File: config.mk
export PLATFORM = sky130hd
export DESIGN_NAME = tmw_timer8
export DESIGN_NICKNAME = d
export VERILOG_FILES = /design/src/hdl/tmw_pkg.sv /design/src/hdl/tmw_timer8.sv
export SDC_FILE = /design/constraint.sdc
export NUM_CORES = 1
export LEC_CHECK = 0
export BUFFER_PORTS_ARGS = -buffer_cell sky130_fd_sc_hd__buf_2
export CORE_ASPECT_RATIO = 1.5
export CORE_MARGIN = 4
export CORE_UTILIZATION = 40
export DETAILED_ROUTE_END_ITERATION = 10
export GPL_ROUTABILITY_DRIVEN = 1
export PLACE_DENSITY_LB_ADDON = 0.25
export SYNTH_ARGS = -nofsm -noshare
export SYNTH_HDL_FRONTEND = slang
export SYNTH_SLANG_ARGS = --single-unit
File: constraint.sdc
create_clock -name CLK_IN -period 6.1 [get_ports CLK_IN]
set_clock_uncertainty 0.1 [all_clocks]
set_input_delay 0.305 -clock CLK_IN [delete_from_list [all_inputs] [get_ports CLK_IN]]
set_output_delay 0.305 -clock CLK_IN [all_outputs]
set_load 0.1 [all_outputs]
File: src/hdl/tmw_pkg.sv
package tmw_pkg;
  // Register byte addresses
  localparam logic [11:0] TMW_OFS_CTRL_A = 12'h000;
  localparam logic [11:0] TMW_OFS_CTRL_B = 12'h004;
  localparam logic [11:0] TMW_OFS_COUNT = 12'h008;
  localparam logic [11:0] TMW_OFS_CMP_A = 12'h00c;
  localparam logic [11:0] TMW_OFS_CMP_B = 12'h010;
  localparam logic [11:0] TMW_OFS_IRQ_STAT = 12'h014;
  localparam logic [11:0] TMW_OFS_IRQ_EN = 12'h018;
  localparam logic [11:0] TMW_OFS_IRQ_CLR = 12'h01c;
  localparam logic [11:0] TMW_OFS_PIN_DIR = 12'h020;
  // Reset values
  localparam logic [7:0] TMW_CTRL_A_RST = 8'h00;
  localparam logic [7:0] TMW_CTRL_B_RST = 8'h00;
  // Field positions
  localparam int TMW_ACT_A_HI = 7;
  localparam int TMW_ACT_A_LO = 6;
  localparam int TMW_ACT_B_HI = 5;
  localparam int TMW_ACT_B_LO = 4;
  localparam int TMW_FORCE_A_BIT = 7;
  localparam int TMW_FORCE_B_BIT = 6;
  localparam int TMW_WAVE_TOP_BIT = 3;
  // Writable masks: reserved bits read as zero
  localparam logic [7:0] TMW_CTRL_A_MASK = 8'hf3;
  localparam logic [7:0] TMW_CTRL_B_MASK = 8'h0f;
  // Status bit positions
  localparam int TMW_ST_OVF = 0;
  localparam int TMW_ST_MA = 1;
  localparam int TMW_ST_MB = 2;
  // Counter limits
  localparam logic [7:0] TMW_MAX = 8'hff;
  localparam logic [7:0] TMW_BOTTOM = 8'h00;
  // Prescaler tap points
  localparam int TMW_PRE_W = 10;
  localparam logic [9:0] TMW_DIV8_M = 10'h007;
  localparam logic [9:0] TMW_DIV64_M = 10'h03f;
  localparam logic [9:0] TMW_DIV256_M = 10'h0ff;
  localparam logic [9:0] TMW_DIV1024_M = 10'h3ff;

  typedef enum logic [2:0] {
    TMW_CS_STOP, TMW_CS_DIV1, TMW_CS_DIV8, TMW_CS_DIV64,
    TMW_CS_DIV256, TMW_CS_DIV1024, TMW_CS_EXT_FALL, TMW_CS_EXT_RISE
  } tmw_clock_select_t;

  typedef enum logic [2:0] {
    TMW_WM_NORMAL, TMW_WM_PC_FF, TMW_WM_CTC, TMW_WM_FAST_FF,
    TMW_WM_RES4, TMW_WM_PC_OCA, TMW_WM_RES6, TMW_WM_FAST_OCA
  } tmw_wave_mode_t;

  // Pin-side bundle
  typedef struct packed {
    logic out_a;
    logic oe_a;
    logic out_b;
    logic oe_b;
  } tmw_pins_t;

  // APB slave answer bundle
  typedef struct packed {
    logic [31:0] prdata;
    logic pready;
    logic pslverr;
  } tmw_apb_rsp_t;

  // All module state
  typedef struct packed {
    logic [7:0] ctrl_a;
    logic [3:0] ctrl_b;
    logic [7:0] count;
    logic count_down;
    logic [7:0] cmp_a_buf;
    logic [7:0] cmp_b_buf;
    logic [7:0] cmp_a;
    logic [7:0] cmp_b;
    logic [2:0] irq_stat;
    logic [2:0] irq_en;
    logic [1:0] pin_dir;
    logic [9:0] prescale;
    logic [2:0] ext_sync;
    logic block_match;
    logic cmp_out_a;
    logic cmp_out_b;
    tmw_pins_t pins;
    logic irq;
    tmw_apb_rsp_t rsp;
  } tmw_state_t;
endpackage

File: src/hdl/tmw_timer8.sv
// The register addresses and register access over APB were left to the implementer.
`timescale 1ns/1ps
// Summary of operation
// - One clock; tick is a clock enable
// - Counter advances only on prescaled tick
// - Nonzero action field takes pin; direction enables
// - Channel A non-PWM: off, toggle, clear, set
// - Channel B non-PWM: same encoding
// - Fast PWM A: toggle if top bit, clear/set
// - Fast PWM B: 01 reserved, clear/set at TOP
// - Phase-correct A: toggle option, up/down actions
// - Phase-correct B: 01 reserved, up/down actions
// - Compare equals TOP: act at TOP only
// - Wave mode decode with reserved 4, 6
// - Compare updates immediate or at TOP
// - Overflow flag at MAX, BOTTOM or TOP
// - Match A clears counter next tick
// - Control A bits 3:2 read zero
// - Clock select: stop, divides, external edges
// - Force compare acts silently, reads zero
module tmw_timer8
  import tmw_pkg::*;
(
  // Clock, reset, enable
  input wire logic CLK_IN,
  input wire logic RST_N_IN,
  input wire logic CE_IN,
  // APB slave
  input wire logic PSEL_IN,
  input wire logic PENABLE_IN,
  input wire logic PWRITE_IN,
  input wire logic [11:0] PADDR_IN,
  input wire logic [31:0] PWDATA_IN,
  output logic [31:0] PRDATA_OUT,
  output logic PREADY_OUT,
  output logic PSLVERR_OUT,
  // External count pin
  input wire logic EXT_CLK_PIN_IN,
  // Compare pins and interrupt
  output logic COMPARE_OUT_A_OUT,
  output logic COMPARE_OE_A_OUT,
  output logic COMPARE_OUT_B_OUT,
  output logic COMPARE_OE_B_OUT,
  output logic IRQ_OUT
);

  tmw_state_t st_r;
  tmw_state_t st_nxt;

  // New pin level after a compare action: toggle, else the set level
  function automatic logic act_level(input logic [1:0] code, input logic cur, input logic up);
    unique case (code)
      2'b01: act_level = ~cur;
      2'b10: act_level = up;
      default: act_level = up;
    endcase
  endfunction

  logic [7:0] wdata8;
  logic wr_en;
  logic rd_en;
  logic addr_ok;
  tmw_wave_mode_t wm;
  tmw_clock_select_t cs;
  logic pwm_mode;
  logic fast_mode;
  logic pc_mode;
  logic top_oca;
  logic [7:0] top_val;
  logic tick;
  logic at_top;
  logic match_a;
  logic match_b;
  logic [1:0] act_a;
  logic [1:0] act_b;
  logic [31:0] rdata;

  // Bus decode
  always_comb begin
    wdata8 = PWDATA_IN[7:0];
    wr_en = PSEL_IN & PENABLE_IN & PWRITE_IN;
    rd_en = PSEL_IN & PENABLE_IN & ~PWRITE_IN;
    unique case (PADDR_IN)
      TMW_OFS_CTRL_A, TMW_OFS_CTRL_B, TMW_OFS_COUNT, TMW_OFS_CMP_A, TMW_OFS_CMP_B,
      TMW_OFS_IRQ_STAT, TMW_OFS_IRQ_EN, TMW_OFS_IRQ_CLR, TMW_OFS_PIN_DIR: addr_ok = 1'b1;
      default: addr_ok = 1'b0;
    endcase
  end

  // Mode decode
  always_comb begin
    wm = tmw_wave_mode_t'({st_r.ctrl_b[TMW_WAVE_TOP_BIT], st_r.ctrl_a[1:0]});
    cs = tmw_clock_select_t'(st_r.ctrl_b[2:0]);
    act_a = st_r.ctrl_a[TMW_ACT_A_HI:TMW_ACT_A_LO];
    act_b = st_r.ctrl_a[TMW_ACT_B_HI:TMW_ACT_B_LO];
    fast_mode = (wm == TMW_WM_FAST_FF) || (wm == TMW_WM_FAST_OCA);
    pc_mode = (wm == TMW_WM_PC_FF) || (wm == TMW_WM_PC_OCA);
    pwm_mode = fast_mode | pc_mode;
    top_oca = (wm == TMW_WM_CTC) || (wm == TMW_WM_PC_OCA) || (wm == TMW_WM_FAST_OCA);
    top_val = top_oca ? st_r.cmp_a : TMW_MAX;
    at_top = (st_r.count == top_val);
    match_a = (st_r.count == st_r.cmp_a) & ~st_r.block_match;
    match_b = (st_r.count == st_r.cmp_b) & ~st_r.block_match;
  end

  // Tick select from prescaler and external pin
  always_comb begin
    unique case (cs)
      TMW_CS_STOP: tick = 1'b0;
      TMW_CS_DIV1: tick = 1'b1;
      TMW_CS_DIV8: tick = (st_r.prescale[2:0] == TMW_DIV8_M[2:0]);
      TMW_CS_DIV64: tick = (st_r.prescale[5:0] == TMW_DIV64_M[5:0]);
      TMW_CS_DIV256: tick = (st_r.prescale[7:0] == TMW_DIV256_M[7:0]);
      TMW_CS_DIV1024: tick = (st_r.prescale == TMW_DIV1024_M);
      TMW_CS_EXT_FALL: tick = st_r.ext_sync[2] & ~st_r.ext_sync[1];
      TMW_CS_EXT_RISE: tick = ~st_r.ext_sync[2] & st_r.ext_sync[1];
    endcase
  end

  // Read mux
  always_comb begin
    rdata = 32'h0000_0000;
    unique case (PADDR_IN)
      TMW_OFS_CTRL_A: rdata[7:0] = st_r.ctrl_a & TMW_CTRL_A_MASK;
      TMW_OFS_CTRL_B: rdata[7:0] = {4'h0, st_r.ctrl_b};
      TMW_OFS_COUNT: rdata[7:0] = st_r.count;
      TMW_OFS_CMP_A: rdata[7:0] = st_r.cmp_a_buf;
      TMW_OFS_CMP_B: rdata[7:0] = st_r.cmp_b_buf;
      TMW_OFS_IRQ_STAT: rdata[2:0] = st_r.irq_stat;
      TMW_OFS_IRQ_EN: rdata[2:0] = st_r.irq_en;
      TMW_OFS_PIN_DIR: rdata[1:0] = st_r.pin_dir;
      default: rdata = 32'h0000_0000;
    endcase
  end

  // Next state
  always_comb begin
    st_nxt = st_r;
    st_nxt.rsp.pready = PSEL_IN & ~PENABLE_IN;
    st_nxt.rsp.pslverr = PSEL_IN & ~PENABLE_IN & ~addr_ok;
    st_nxt.rsp.prdata = (PSEL_IN & ~PENABLE_IN & ~PWRITE_IN) ? rdata : 32'h0000_0000;
    st_nxt.ext_sync = {st_r.ext_sync[1:0], EXT_CLK_PIN_IN};
    st_nxt.prescale = (cs == TMW_CS_STOP) ? st_r.prescale : st_r.prescale + 10'h001;

    // Count, waveform and flags on each tick
    if (tick) begin
      st_nxt.block_match = 1'b0;
      if (pc_mode) begin
        if (at_top) begin
          st_nxt.count_down = 1'b1;
          st_nxt.count = st_r.count - 8'h01;
        end else if (st_r.count_down && st_r.count == TMW_BOTTOM) begin
          st_nxt.count_down = 1'b0;
          st_nxt.count = st_r.count + 8'h01;
          st_nxt.irq_stat[TMW_ST_OVF] = 1'b1;
        end else begin
          st_nxt.count = st_r.count_down ? st_r.count - 8'h01 : st_r.count + 8'h01;
        end
      end else begin
        st_nxt.count_down = 1'b0;
        st_nxt.count = (top_oca && at_top) ? TMW_BOTTOM : st_r.count + 8'h01;
        if ((wm == TMW_WM_FAST_OCA) ? at_top : (st_r.count == TMW_MAX))
          st_nxt.irq_stat[TMW_ST_OVF] = 1'b1;
      end
      if (match_a)
        st_nxt.irq_stat[TMW_ST_MA] = 1'b1;
      if (match_b)
        st_nxt.irq_stat[TMW_ST_MB] = 1'b1;
      // Compare buffers load at TOP in PWM modes
      if (pwm_mode && at_top) begin
        st_nxt.cmp_a = st_r.cmp_a_buf;
        st_nxt.cmp_b = st_r.cmp_b_buf;
      end
      // Channel A and B waveforms
      if (!pwm_mode) begin
        if (match_a && act_a != 2'b00)
          st_nxt.cmp_out_a = act_level(act_a, st_r.cmp_out_a, act_a[0]);
        if (match_b && act_b != 2'b00)
          st_nxt.cmp_out_b = act_level(act_b, st_r.cmp_out_b, act_b[0]);
      end else if (fast_mode) begin
        if (act_a == 2'b01 && wm == TMW_WM_FAST_OCA && match_a)
          st_nxt.cmp_out_a = ~st_r.cmp_out_a;
        else if (act_a[1] && at_top)
          st_nxt.cmp_out_a = ~act_a[0];
        else if (act_a[1] && match_a)
          st_nxt.cmp_out_a = act_a[0];
        if (act_b[1] && at_top)
          st_nxt.cmp_out_b = ~act_b[0];
        else if (act_b[1] && match_b)
          st_nxt.cmp_out_b = act_b[0];
      end else begin
        if (act_a == 2'b01 && wm == TMW_WM_PC_OCA && match_a)
          st_nxt.cmp_out_a = ~st_r.cmp_out_a;
        else if (act_a[1] && st_r.cmp_a == top_val && at_top)
          st_nxt.cmp_out_a = ~act_a[0];
        else if (act_a[1] && match_a)
          st_nxt.cmp_out_a = act_a[0] ^ st_r.count_down;
        if (act_b[1] && st_r.cmp_b == top_val && at_top)
          st_nxt.cmp_out_b = ~act_b[0];
        else if (act_b[1] && match_b)
          st_nxt.cmp_out_b = act_b[0] ^ st_r.count_down;
      end
    end

    // Register writes, taken in the access phase
    if (wr_en) begin
      unique case (PADDR_IN)
        TMW_OFS_CTRL_A: st_nxt.ctrl_a = wdata8 & TMW_CTRL_A_MASK;
        TMW_OFS_CTRL_B: begin
          st_nxt.ctrl_b = wdata8[3:0] & TMW_CTRL_B_MASK[3:0];
          // Force strobes act only in non-PWM modes, no flag, no clear
          if (!pwm_mode && wdata8[TMW_FORCE_A_BIT] && act_a != 2'b00)
            st_nxt.cmp_out_a = act_level(act_a, st_r.cmp_out_a, act_a[0]);
          if (!pwm_mode && wdata8[TMW_FORCE_B_BIT] && act_b != 2'b00)
            st_nxt.cmp_out_b = act_level(act_b, st_r.cmp_out_b, act_b[0]);
        end
        TMW_OFS_COUNT: begin
          st_nxt.count = wdata8;
          st_nxt.block_match = 1'b1;
        end
        TMW_OFS_CMP_A: begin
          st_nxt.cmp_a_buf = wdata8;
          if (!pwm_mode)
            st_nxt.cmp_a = wdata8;
        end
        TMW_OFS_CMP_B: begin
          st_nxt.cmp_b_buf = wdata8;
          if (!pwm_mode)
            st_nxt.cmp_b = wdata8;
        end
        TMW_OFS_IRQ_EN: st_nxt.irq_en = wdata8[2:0];
        // Set wins over clear
        TMW_OFS_IRQ_CLR: st_nxt.irq_stat = st_nxt.irq_stat & ~(wdata8[2:0] & ~(st_nxt.irq_stat & ~st_r.irq_stat));
        TMW_OFS_PIN_DIR: st_nxt.pin_dir = wdata8[1:0];
        default: ;
      endcase
    end

    // Pin ownership and interrupt
    st_nxt.pins.out_a = st_nxt.cmp_out_a;
    st_nxt.pins.out_b = st_nxt.cmp_out_b;
    st_nxt.pins.oe_a = (st_nxt.ctrl_a[TMW_ACT_A_HI:TMW_ACT_A_LO] != 2'b00) & st_nxt.pin_dir[0];
    st_nxt.pins.oe_b = (st_nxt.ctrl_a[TMW_ACT_B_HI:TMW_ACT_B_LO] != 2'b00) & st_nxt.pin_dir[1];
    st_nxt.irq = |(st_nxt.irq_stat & st_nxt.irq_en);
  end

  // State register
  always_ff @(posedge CLK_IN or negedge RST_N_IN) begin
    if (!RST_N_IN) begin
      st_r <= '0;
      st_r.ctrl_a <= TMW_CTRL_A_RST;
      st_r.ctrl_b <= TMW_CTRL_B_RST[3:0];
    end else if (CE_IN) begin
      st_r <= st_nxt;
    end
  end

  // Ports straight from state
  always_comb begin
    PRDATA_OUT = st_r.rsp.prdata;
    PREADY_OUT = st_r.rsp.pready;
    PSLVERR_OUT = st_r.rsp.pslverr;
    COMPARE_OUT_A_OUT = st_r.pins.out_a;
    COMPARE_OE_A_OUT = st_r.pins.oe_a;
    COMPARE_OUT_B_OUT = st_r.pins.out_b;
    COMPARE_OE_B_OUT = st_r.pins.oe_b;
    IRQ_OUT = st_r.irq;
  end

endmodule // tmw_timer8

==> results.tsv <==
stage	metric	value	unit
worst_setup_path	maximum_fanout_count_along_the_critical_path	12	
min_path	worstHoldPathType	in2reg	
floorplan	die_height	160	microns
logic_synthesis	post_synthesis_sequential_area_ratio	35.5	%
cts	tritoncts.num_buffers	9	
cts	clkSinkCount	88	
layout	finalNetCount	739	
grt	grt.busiest_layer	met2	
floorplan	core.rowCount	55	
worst_setup_path	setup.worst_path.start_class	flop	
sta	worst_slew_margin_rel	29.8	%
logic_synthesis	synthesis.area	0.00619	sq mm
logic_synthesis	synth_warnings	0	
sta	setup_viol	0	
grt	first_global_vias	5367	
grt	grt_max_degree	67	
placement	finalWeightedCongestion	0.903	
layout	layout.area.seq	0.00220	sq mm
worst_setup_path	crit_type	reg2reg	
logic_synthesis	syn-instance-count	682	
layout	nFillCells	1491	
layout	antenna_cells	0	
cts	cts-root-buf	clkbuf_16	
placement	detailedPlacementHpwl	13800	microns
min_path	whs_path_depth	2	
route	drt_first_iter_violations	414	
grt	grt_overflow	0	
grt	grt_usage	21.7	%
cts	insertion_delay	350	ps
power_and_ir_drop	p_leak	2.83	nW
sta	setup_tns	0	ps
floorplan	design.core.area	0.0151	sq mm
grt	met3_usage	2.45	%
run	cap_viol_max_count	0	
cts	number_of_post_cts_setup_repair_buffers	0	
cts	post_cts_resize_count	0	
logic_synthesis	synthDistinctLibCells	80	
layout	syn_to_final_growth	7.03	%
floorplan	chipWidth	110	microns
sta	timing.final.hold_violations	0	
grt	grt_use_met2	37.2	%
placement	portBuffers	41	
sta	finalWorstPathRequiredPeriod	3640	ps
grt	global_route_wire_length_before_repair	29700	microns
floorplan	num_io_pins	90	
sta	slew_at_the_pin_closest_to_its_max_slew_limit	1040	ps
worst_setup_path	arrival	3740	ps
floorplan	initial_core_utilization	40.9	%
logic_synthesis	synth_edf_count	0	
logic_synthesis	ys.flop_type	dfrtp_1	
route	firstDrtPassIters	5	
cts	clkSlewWorstSetupHoldPaths	70	ps
logic_synthesis	ys_seq_elements	88	
grt	groute.layer.met1.usage	26.8	%
grt	grt_antenna_before_repair	0	
floorplan	dieArea	0.0176	sq mm
sta	setup_repair_after_global_routing_missed_its_margin	false	
worst_setup_path	slowest_delay	790	ps
power_and_ir_drop	power.density	204	mW/mm^2
worst_setup_path	cp_capture_type	flop	
route	number_of_design_rule_violations_left_after_detail_routing	0	
power_and_ir_drop	vdd.ir_drop.worst	0.195	mV
worst_setup_path	critPathSlowestCell	nor2_1	
worst_setup_path	worstPathRequired	6200	ps
route	routed_wl	18800	microns
logic_synthesis	synth.avg_cell_area	9.08	sq um
worst_setup_path	cp_cell_sequence	nor3b_4, nor2_2, o41ai_1, o211ai_2, nor2_1, nand3_1, o22ai_1, a21oi_1	
route	num_vias	5515	
sta	finalCritPeriodShare	59.7	%
route	drtAntennaViolNets	0	
route	average_vias_per_placed_instance	6.22	
cts	htree_levels	3	
layout	area_taken_by_multi_input_logic_gates	0.00354	sq mm
layout	drive_above_1_share	17.9	%
cts	cts.path.max_buffers	2	
sta	holdWs	92.8	ps
logic_synthesis	asyncSetResetFlopFracSynth	100	%
worst_setup_path	reg2regPathDepth	8	
run_status	outcome	finished clean	
sta	final-max-slew-violation-count	0	
sta	maxClockFrequency	275	MHz
route	drt-wirelength-per-cell	21.2	microns
cts	tritoncts	done	
-- area by class of cell --
class,count,share of cell area [%]
Timing Repair Buffer,46,3.74
Tap cell,199,3.76
Inverter,24,1.36
Clock inverter,7,1.13
Clock buffer,9,3.40
Sequential cell,88,33.2
Multi-Input combinational cell,514,53.4
-- synth_stat cells (all sizes together) (4+ instances only) --
cell / number / area share [%]
a31oi: 11 / 1.1
o2bb2ai: 8 / 1.1
a221oi: 6 / 0.85
dfrtp: 88 / 36
a22o: 4 / 0.57
nor3: 15 / 1.5
and3: 13 / 1.3
mux2i: 15 / 2.4
mux2: 34 / 6.2
nor2b: 6 / 0.61
inv: 24 / 1.5
o21ai: 31 / 2.7
nand4: 15 / 1.5
o311ai: 4 / 0.57
xnor2: 16 / 2.3
a32oi: 9 / 1.3
o31ai: 7 / 0.85
nor2: 47 / 2.9
a21oi: 41 / 3.5
or3: 6 / 0.61
a211o: 5 / 0.71
nor4: 15 / 2.3
nand2: 40 / 2.4
buf: 47 / 5.4
or2: 4 / 0.40
o22ai: 20 / 2.0
nand3: 23 / 1.9
a211oi: 5 / 0.61
clkbuf: 32 / 1.9
a32o: 4 / 0.65
nand2b: 7 / 0.71
xor2: 16 / 2.3
ha: 5 / 1.0
-- logic make-up after synthesis --
logic type,Yosys count,share of synthesized area [%]
and+or+nand+nor,215,19.7
AOI/OAI and AO/OA,189,21.7
buffers and inverters,103,8.79
DFF,88,35.5
muxes,49,8.60
xor gates and xnor gates,32,4.52
adders and majority gates,5,1.01
other,1,0.0605
-- worst max-delay path, delay by kind of cell, from the launching register on --
kind	cells	cell delay [ps]
flip-flops	1	620
AND/OR/NAND/NOR	4	1720
AO/OA/AOI/OAI	4	1050
-- sequential cells by signal, indices dropped and copies added (netlist names) --
signal / count
PRDATA_OUT: 8
act_a: 2
PSLVERR_OUT: 1
COMPARE_OE_A_OUT: 1
COMPARE_OUT_A_OUT: 1
IRQ_OUT: 1
PREADY_OUT: 1
st_r: 64
COMPARE_OUT_B_OUT: 1
act_b: 2
cs: 3
COMPARE_OE_B_OUT: 1
st_nxt: 2
-- timing repair --
action,4_1_cts,5_1_grt
setup endpoints to repair,0,0
hold buffers,1,0
hold endpoints to repair,22,0
-- metal layers --
layer | vias to the layer above | wire length (microns)
met5 | - | 0
met4 | 0 | 854
met3 | 49 | 864
met2 | 198 | 9630
met1 | 2763 | 7410
li1 | 2505 | -
-- power breakdown --
part / internal [W] / switching [W] / leakage, nW
sequential: 0.000595 / 0.0000188 / 1.17
combinational: 0.0000324 / 0.000134 / 1.51
clock: 0.000322 / 0.000252 / 0.151
-- final timing paths --
kind / start / end / slack [ps]
worst min-delay path: EXT_CLK_PIN_IN / st_nxt[43]$_DFFE_PN0P_ / 90
max in group asynchronous: RST_N_IN / st_r[80]$_DFFE_PN0P_ / 4420
worst max register to register: st_r[109]$_DFFE_PN0P_ / st_r[73]$_DFFE_PN0P_ / 2460
worst min register to register: PRDATA_OUT[0]$_DFFE_PN0P_ / PRDATA_OUT[0]$_DFFE_PN0P_ / 390
worst max-delay path: st_r[109]$_DFFE_PN0P_ / st_r[73]$_DFFE_PN0P_ / 2460
min in group asynchronous: RST_N_IN / st_r[49]$_DFFE_PN0P_ / 280
-- cell usage in the layout (no fill, tap or decap), types with 6 or more instances in the layout --
master / instances
a21oi_1: 38
a221oi_1: 6
a31oi_1: 11
a32oi_1: 9
and3_1: 13
buf_2: 40
clkbuf_16: 9
conb_1: 24
dfrtp_1: 88
inv_1: 23
mux2_2: 34
mux2i_1: 15
nand2_1: 40
nand2b_1: 7
nand3_1: 23
nand4_1: 15
nor2_1: 46
nor2b_1: 6
nor3_1: 12
nor4_1: 9
o21ai_0: 29
o22ai_1: 20
o2bb2ai_1: 8
o31ai_1: 7
or3_1: 6
xnor2_1: 16
xor2_1: 16
-- metrics by stage --
step           total power (W)  std cells  setup slack, ps  area [sq um]  utilization, %
2_1_floorplan         0.000756        705             3500          6280               -
3_3_place_gp          0.000787        870             2610          6320            41.7
3_5_place_dp          0.000789        870             2520          6320            41.7
4_1_cts                0.00136        887             2490          6630            43.8
5_1_grt                0.00140        887             2190          6630            43.8
6_report               0.00135        887             2460          6630            43.8
Power figures use the tool's default switching activity.
